===== src/hdl/ecp_pkg.sv =====
// constants of the encoder counter with preset and capture
package ecp_pkg;
	localparam int          CNT_W        = 16;
	localparam logic [15:0] CNT_MAX      = 16'hFFFF;
	localparam logic [15:0] UP_CLR_FROM  = 16'h5555;
	localparam logic [15:0] UP_CLR_TO    = 16'h5556;
	localparam logic [15:0] DN_CLR_FROM  = 16'hAAAA;
	localparam logic [15:0] DN_CLR_TO    = 16'hAAA9;
	localparam logic [15:0] CNT_RST      = 16'h0000;
	// register addresses
	localparam logic [3:0]  ADDR_CTRL    = 4'h0;
	localparam logic [3:0]  ADDR_STAT    = 4'h1;
	localparam logic [3:0]  ADDR_DATA    = 4'h2;
	localparam logic [3:0]  ADDR_COUNT   = 4'h3;
	localparam logic [3:0]  ADDR_CAPT    = 4'h4;
	localparam logic [3:0]  ADDR_IRQ_ST  = 4'h5;
	localparam logic [3:0]  ADDR_IRQ_MSK = 4'h6;
	// control byte fields
	localparam int          CTL_IDX_ARM  = 0;
	localparam int          CTL_EXT_ARM  = 1;
	localparam int          CTL_PRESET   = 2;
	localparam int          CTL_FAST     = 5;
	// status byte fields
	localparam int          ST_IDX_DONE  = 0;
	localparam int          ST_EXT_DONE  = 1;
	localparam int          ST_PRE_DONE  = 2;
	localparam int          ST_DN_WRAP   = 3;
	localparam int          ST_UP_WRAP   = 4;
endpackage


===== src/hdl/ecp_counter.sv =====
// encoder counter with preset, capture, wrap flags and interrupt
//
// The strobed register port and the placing of the registers were chosen for this implementation.
`timescale 1ns/1ns
`default_nettype none
// Operation
// - count is a 16-bit unsigned value, maximum 65535
// - rising preset request outside fast mode loads data word into count, sets preset done
// - armed external capture outside fast mode copies count on rising capture input
// - completed external capture sets external capture done
// - armed index capture outside fast mode copies count on rising index input
// - completed index capture sets index capture done
// - up wrap set on 65535 to 0; cleared at 21845->21846 or down wrap
// - down wrap set on 0 to 65535; cleared at 43690->43689 or up wrap
// - active gate holds the count except on a preset load
module ecp_counter (
	input  wire logic        mclk,
	input  wire logic        srst,
	input  wire logic        enc_a,
	input  wire logic        enc_b,
	input  wire logic        enc_index,
	input  wire logic        ext_capture,
	input  wire logic        gate,
	input  wire logic [3:0]  addr,
	input  wire logic [15:0] wdata,
	input  wire logic        wr,
	input  wire logic        rd,
	output logic      [15:0] rdata,
	output logic             irq
);
	////////////////////////////////////////////////////////////////////////////
	// input synchronisers
	logic [4:0] sync1;
	logic [4:0] sync2;
	logic [4:0] prev;
	always_ff @(posedge mclk) begin
		sync1 <= {gate, ext_capture, enc_index, enc_b, enc_a};
		sync2 <= sync1;
		prev  <= sync2;
	end
	wire logic a_s   = sync2[0];
	wire logic b_s   = sync2[1];
	wire logic idx_r = sync2[2] & ~prev[2];
	wire logic ext_r = sync2[3] & ~prev[3];
	wire logic gate_s = sync2[4];

	////////////////////////////////////////////////////////////////////////////
	// registers
	logic [7:0]  ctrl;
	logic [7:0]  ctrl_q;
	logic [15:0] data_word;
	logic [15:0] count;
	logic [15:0] capt;
	logic        up_wrap;
	logic        dn_wrap;
	logic        pre_done;
	logic        ext_done;
	logic        idx_done;
	logic [4:0]  irq_st;
	logic [4:0]  irq_msk;

	////////////////////////////////////////////////////////////////////////////
	// quadrature decode
	wire logic a_chg  = a_s ^ prev[0];
	wire logic b_chg  = b_s ^ prev[1];
	wire logic step   = (a_chg ^ b_chg) & ~gate_s;
	wire logic dir_up = a_chg ? (a_s ^ b_s) : ~(a_s ^ b_s);
	wire logic fast   = ctrl[ecp_pkg::CTL_FAST];

	wire logic pre_req  = ctrl[ecp_pkg::CTL_PRESET];
	wire logic ext_arm  = ctrl[ecp_pkg::CTL_EXT_ARM];
	wire logic idx_arm  = ctrl[ecp_pkg::CTL_IDX_ARM];
	wire logic pre_rise = pre_req & ~ctrl_q[ecp_pkg::CTL_PRESET] & ~fast;
	wire logic ext_hit  = ext_arm & ~ext_done & ext_r & ~fast;
	wire logic idx_hit  = idx_arm & ~idx_done & idx_r & ~fast;

	wire logic [15:0] cnt_inc = count + 16'h0001;
	wire logic [15:0] cnt_dec = count - 16'h0001;
	wire logic [15:0] next_count = pre_rise ? data_word :
		(step ? (dir_up ? cnt_inc : cnt_dec) : count);
	wire logic up_ev = ~pre_rise & step & dir_up & (count == ecp_pkg::CNT_MAX);
	wire logic dn_ev = ~pre_rise & step & ~dir_up & (count == ecp_pkg::CNT_RST);
	wire logic up_clr = ~pre_rise & step & dir_up & (count == ecp_pkg::UP_CLR_FROM);
	wire logic dn_clr = ~pre_rise & step & ~dir_up & (count == ecp_pkg::DN_CLR_FROM);

	wire logic [4:0] events = {up_ev, dn_ev, pre_rise, ext_hit, idx_hit};
	wire logic sel_ctrl = addr == ecp_pkg::ADDR_CTRL;
	wire logic sel_data = addr == ecp_pkg::ADDR_DATA;
	wire logic sel_ist  = addr == ecp_pkg::ADDR_IRQ_ST;
	wire logic sel_msk  = addr == ecp_pkg::ADDR_IRQ_MSK;
	wire logic [7:0] status = {3'h0, up_wrap, dn_wrap, pre_done, ext_done, idx_done};
	wire logic [15:0] next_rdata =
		sel_ctrl ? {8'h00, ctrl} :
		(addr == ecp_pkg::ADDR_STAT) ? {8'h00, status} :
		sel_data ? data_word :
		(addr == ecp_pkg::ADDR_COUNT) ? count :
		(addr == ecp_pkg::ADDR_CAPT) ? capt :
		sel_ist ? {11'h000, irq_st} :
		sel_msk ? {11'h000, irq_msk} : 16'h0000;

	////////////////////////////////////////////////////////////////////////////
	// register file and counter
	always_ff @(posedge mclk) begin
		if (srst) begin
			ctrl      <= 8'h00;
			ctrl_q    <= 8'h00;
			data_word <= 16'h0000;
			irq_msk   <= 5'h00;
			rdata     <= 16'h0000;
		end else begin
			ctrl_q <= ctrl;
			if (wr && sel_ctrl)
				ctrl <= {1'b0, wdata[6:0]};
			if (wr && sel_data)
				data_word <= wdata;
			if (wr && sel_msk)
				irq_msk <= wdata[4:0];
			rdata <= rd ? next_rdata : 16'h0000;
		end
	end

	always_ff @(posedge mclk) begin
		if (srst) begin
			count <= ecp_pkg::CNT_RST;
			capt  <= 16'h0000;
		end else begin
			count <= next_count;
			if (ext_hit || idx_hit)
				capt <= count;
		end
	end

	always_ff @(posedge mclk) begin
		if (srst) begin
			up_wrap  <= 1'b0;
			dn_wrap  <= 1'b0;
			pre_done <= 1'b0;
			ext_done <= 1'b0;
			idx_done <= 1'b0;
		end else begin
			up_wrap  <= up_ev | (up_wrap & ~dn_ev & ~up_clr);
			dn_wrap  <= dn_ev | (dn_wrap & ~up_ev & ~dn_clr);
			pre_done <= pre_rise | (pre_done & pre_req);
			ext_done <= ext_hit | (ext_done & ext_arm);
			idx_done <= idx_hit | (idx_done & idx_arm);
		end
	end

	////////////////////////////////////////////////////////////////////////////
	// interrupt
	always_ff @(posedge mclk) begin
		if (srst) begin
			irq_st <= 5'h00;
			irq    <= 1'b0;
		end else begin
			irq_st <= events | (irq_st & ~((wr && sel_ist) ? wdata[4:0] : 5'h00));
			irq    <= |(irq_st & irq_msk);
		end
	end

	////////////////////////////////////////////////////////////////////////////
	// checks
	preset_load_a: assert property (@(posedge mclk) disable iff (srst)
		pre_rise |=> (count == $past(data_word)) && pre_done)
		else $error("preset not loaded");
	ext_capt_a: assert property (@(posedge mclk) disable iff (srst)
		ext_hit |=> (capt == $past(count)) && ext_done)
		else $error("external capture wrong");
	ext_done_a: assert property (@(posedge mclk) disable iff (srst)
		$rose(ext_done) |-> $past(ext_arm) && $past(ext_r))
		else $error("external done without cause");
	idx_capt_a: assert property (@(posedge mclk) disable iff (srst)
		idx_hit |=> (capt == $past(count)) && idx_done)
		else $error("index capture wrong");
	idx_done_a: assert property (@(posedge mclk) disable iff (srst)
		$rose(idx_done) |-> $past(idx_arm) && $past(idx_r))
		else $error("index done without cause");
	up_wrap_a: assert property (@(posedge mclk) disable iff (srst)
		up_ev |=> up_wrap && !dn_wrap && count == 16'h0000)
		else $error("upward wrap flag wrong");
	dn_wrap_a: assert property (@(posedge mclk) disable iff (srst)
		dn_ev |=> dn_wrap && !up_wrap && count == 16'hFFFF)
		else $error("downward wrap flag wrong");
	gate_hold_a: assert property (@(posedge mclk) disable iff (srst)
		gate_s && !pre_rise |=> $stable(count))
		else $error("count moved while gated");
	done_clr_a: assert property (@(posedge mclk) disable iff (srst)
		!pre_req && !pre_rise |=> !pre_done)
		else $error("preset done not cleared");
	step_up_a: assert property (@(posedge mclk) disable iff (srst)
		step && dir_up && !pre_rise |=> count == $past(count) + 16'h0001)
		else $error("up step wrong");
	step_dn_a: assert property (@(posedge mclk) disable iff (srst)
		step && !dir_up && !pre_rise |=> count == $past(count) - 16'h0001)
		else $error("down step wrong");
	no_step_a: assert property (@(posedge mclk) disable iff (srst)
		!step && !pre_rise |=> $stable(count))
		else $error("count moved without step");
	up_clr_a: assert property (@(posedge mclk) disable iff (srst)
		up_clr |=> !up_wrap && count == ecp_pkg::UP_CLR_TO)
		else $error("upward wrap not cleared");
	dn_clr_a: assert property (@(posedge mclk) disable iff (srst)
		dn_clr |=> !dn_wrap && count == ecp_pkg::DN_CLR_TO)
		else $error("downward wrap not cleared");
	ext_clr_a: assert property (@(posedge mclk) disable iff (srst)
		!ext_arm |=> !ext_done)
		else $error("external done not cleared");
	idx_clr_a: assert property (@(posedge mclk) disable iff (srst)
		!idx_arm |=> !idx_done)
		else $error("index done not cleared");
	capt_hold_a: assert property (@(posedge mclk) disable iff (srst)
		!ext_hit && !idx_hit |=> $stable(capt))
		else $error("capture changed without trigger");
	cov_preset_c: cover property (@(posedge mclk) pre_rise);
	cov_ext_c: cover property (@(posedge mclk) ext_hit);
	cov_idx_c: cover property (@(posedge mclk) idx_hit);
	cov_wrap_c: cover property (@(posedge mclk) up_ev ##[1:100] dn_ev);
endmodule // ecp_counter
`default_nettype wire


===== config.mk =====
export PLATFORM = sky130hd
export DESIGN_NAME = ecp_counter
export DESIGN_NICKNAME = d
export VERILOG_FILES = /design/src/hdl/ecp_pkg.sv /design/src/hdl/ecp_counter.sv
export SDC_FILE = /design/constraint.sdc
export NUM_CORES = 1
export LEC_CHECK = 0
export ABC_CLOCK_PERIOD_IN_PS = 8300
export BUFFER_PORTS_ARGS = -buffer_cell sky130_fd_sc_hd__buf_2
export CELL_PAD_IN_SITES_DETAIL_PLACEMENT = 0
export CELL_PAD_IN_SITES_GLOBAL_PLACEMENT = 2
export CORE_MARGIN = 2
export CORE_UTILIZATION = 40
export CTS_BUF_LIST = sky130_fd_sc_hd__clkbuf_8
export CTS_CLUSTER_SIZE = 28
export DETAILED_ROUTE_END_ITERATION = 12
export GPL_TIMING_DRIVEN = 1
export PLACE_DENSITY_LB_ADDON = 0.1
export SLEW_MARGIN = 0
export SYNTH_ARGS = -nofsm -noshare
export SYNTH_HDL_FRONTEND = slang
export SYNTH_SLANG_ARGS = --single-unit

===== constraint.sdc =====
create_clock -name mclk -period 8.3 [get_ports mclk]
set_clock_uncertainty 0.1 [all_clocks]
set_input_delay 0.415 -clock mclk [delete_from_list [all_inputs] [get_ports mclk]]
set_output_delay 0.415 -clock mclk [all_outputs]
set_load 0.05 [all_outputs]

==> results.sh <==
export IMPL_root_buffer="clkbuf_8"
export IMPL_internal_power_mw=0.706
export IMPL_yosys_warnings=0
export IMPL_clk_latency_ns=0.39
export IMPL_comb_power_share_pct=18.1
export IMPL_nets=612
export IMPL_outcome="finished clean"
export IMPL_clkTransAtPathRegs_ns=0.10
export IMPL_dpl_hpwl_um=9300
export IMPL_pwr_share_clk_pct=28.6
export IMPL_die_w_um=113
export IMPL_drt_vias_per_instance=5.68
export IMPL_grt_pass1_vias=3944
export IMPL_setup_ws_ns=5.29
export IMPL_cts_buffers=9
export IMPL_grt_pass1_wl_um=21800
export IMPL_final_layout_size_suffix_gt1_share_pct=13.8
export IMPL_synth_area_sq_um=4750
export IMPL_vias=4149
export IMPL_setup_viol=0
export IMPL_ys_seq_area_share_pct=43.0
export IMPL_crit_type="reg -> reg"
export IMPL_yosys_area_top_type="dfxtp_1"
export IMPL_synth_top_area_share_pct=43.0
export IMPL_die_h_um=113
export IMPL_crit_path_start_kind="register"
export IMPL_max_slew_margin_rel_pct=29.6
export IMPL_p_leak_nw=1.88
export IMPL_tightest_slew_ns=1.05
export IMPL_diodes=0
export IMPL_hp_class="in -> reg"
export IMPL_path_max_fanout=23
export IMPL_power_mw=1.05
export IMPL_power_switching_mw=0.346
export IMPL_dieArea_sq_um=12800
export IMPL_routed_wl_um=13500
export IMPL_synth_seq_cells=102
export IMPL_area_growth_pct=9.50
export IMPL_ir_drop_uv=139
export IMPL_overflow=0
export IMPL_end_kind="register"
export IMPL_powerDensity_nw_per_um2=202
export IMPL_clkSinkCount=102
export IMPL_ios=46
export IMPL_gp_congestion=0.890
export IMPL_pwr_share_seq_pct=53.3
export IMPL_synthesis_nets=593
export IMPL_antenna_found_initial=0
export IMPL_dp_worst_setup_slack_ns=5.32
export IMPL_netSwitchingFraction_pct=32.9
export IMPL_drc=0
export IMPL_yosysUniqueCellTypes=53
export IMPL_synthTopCellsByCount="dfxtp_1 (102), nand2_1 (88), nor2_1 (60)"
export IMPL_synth_area_leaders="dfxtp_1 (43%), mux2i_1 (8.4%), nand2_1 (7.0%), a21oi_1 (5.5%), nor2_1 (4.7%)"
export IMPL_synth_edff_count=0
export IMPL_async_flop_share_pct=0
export IMPL_cts_max_level=3
export IMPL_clock_fmax_ghz=0.332
export IMPL_clockBufferDepth=2
export IMPL_start_util_pct=41.3
export IMPL_firstDrtPassIters=4
export IMPL_cts_resized=0
export IMPL_ant_nets=0
export IMPL_synth_flop_cell="dfxtp_1"
export IMPL_synth_most_common_cell="dfxtp_1"
export IMPL_grt_max_degree=74
export IMPL_finalHoldViolations=0
export IMPL_cts_tree="done"
export IMPL_post_drt_wl_per_cell_um=18.5
export IMPL_drt_iter0_drc=313
export IMPL_syn_area_per_cell_sq_um=8.44
export IMPL_cap_viol_max_count=0
export IMPL_rsz0062_at_grt="false"
export IMPL_worstPathArrival_ns=3.21
export IMPL_core_area_sq_um=11500
export IMPL_synthCells=563
export IMPL_required_ns=8.50
export IMPL_port_buffer_count=45
export IMPL_rows=39
export IMPL_maxSlewViolCount=0
export IMPL_period_share_pct=36.3
export IMPL_grt_use_total_pct=21.9
export IMPL_final_setup_tns_ns=0
export IMPL_post_route_min_period_ns=3.01
kinds of logic (layout without fill, tap and decap cells):
group / after synthesis / after routing / share of synthesized area, %
flops: 102 / 102 / 43.0
compound gates: 106 / 106 / 14.7
xor+xnor: 16 / 16 / 3.66
mux: 41 / 41 / 8.66
buf+inv: 48 / 72 / 4.48
simple gates: 249 / 249 / 25.2
fa+ha+maj: 1 / 1 / 0.263
timing repair:
action                    in CTS  in global routing
setup buffers                  0                  0
hold buffers                   2                  0
hold endpoints to repair       2                  0
power groups by stage:
stage	clock, mW	sequential, mW	combinational (mW)
floorplan	0	0.535	0.172
global placement	0	0.570	0.188
detailed placement	0	0.570	0.188
CTS	0.309	0.559	0.190
global route	0.328	0.566	0.212
finish	0.300	0.561	0.190
metrics by stage:
stage	cell area [sq um]	std cells	utilization [%]	hold slack, ns
final	5200	730	45.2	0.0225
after global routing	5200	730	45.2	0.00902
after CTS	5200	730	45.2	0.00702
after detailed placement	5000	712	43.4	0.212
after global placement	5000	712	43.4	0.210
after floorplan	4750	563	-	0.210
path summary, 6_finish.rpt:
path                 start        end  slack (ns)  cells past startpoint
setup / recovery   prev[0]  count[10]        5.29                      9
hold / removal       enc_b   sync1[1]        0.02                      1
setup reg to reg   prev[0]  count[10]        5.29                      9
hold reg to reg   sync1[2]   sync2[2]        0.24                      0
layout make-up:
cell class,count,area (sq um)
Fill cell,1167,6310
Timing Repair Buffer,52,283
Clock inverter,7,57.6
Sequential cell,102,2040
Inverter,4,15.0
Clock buffer,9,124
Tap cell,143,179
Multi-Input combinational cell,413,2500
layout by cell type, fill, tap and decap left out, types with 6 or more instances in the layout:
cell,synthesis,final
nand3_1,16,16
a21oi_2,6,6
a222oi_1,10,10
buf_2,8,45
clkbuf_8,0,9
nor2b_1,10,10
nor3_1,14,14
mux2i_1,40,40
xnor2_1,10,10
dfxtp_1,102,102
a21oi_1,52,52
nor4_1,11,11
nand2_1,88,88
or3_1,7,7
nor2_1,60,60
nand4_1,8,8
a211oi_1,8,8
registers in the layout, summed over array words and instances (netlist names):
name       cells
pre_done       1
dn_wrap        1
idx_done       1
irq_msk        5
ctrl           7
prev           4
ctrl_q         1
sync1          5
up_wrap        1
capt          16
sync2          5
irq            1
count         16
ext_done       1
irq_st         5
data_word     16
rdata         16
worst max-delay path, cell delays in order, from the launching register on:
cell and delay [ns]:
dfxtp_1 0.39, xnor2_4 0.65, xnor2_1 0.14, ha_1 0.28, nor3_1 0.29, nand2_1 0.12, or4_1 0.52, a21oi_2 0.15
xnor2_1 0.07, a211oi_1 0.22
routing by layer:
layer	vias to the layer above	global-route usage (%)	wire, um
li1	2042	-	-
met1	1977	33.3	6770
met2	118	31.4	5810
met3	12	4.34	720
met4	0	6.50	170
met5	-	0	0
(Power assumes the default switching activity.)
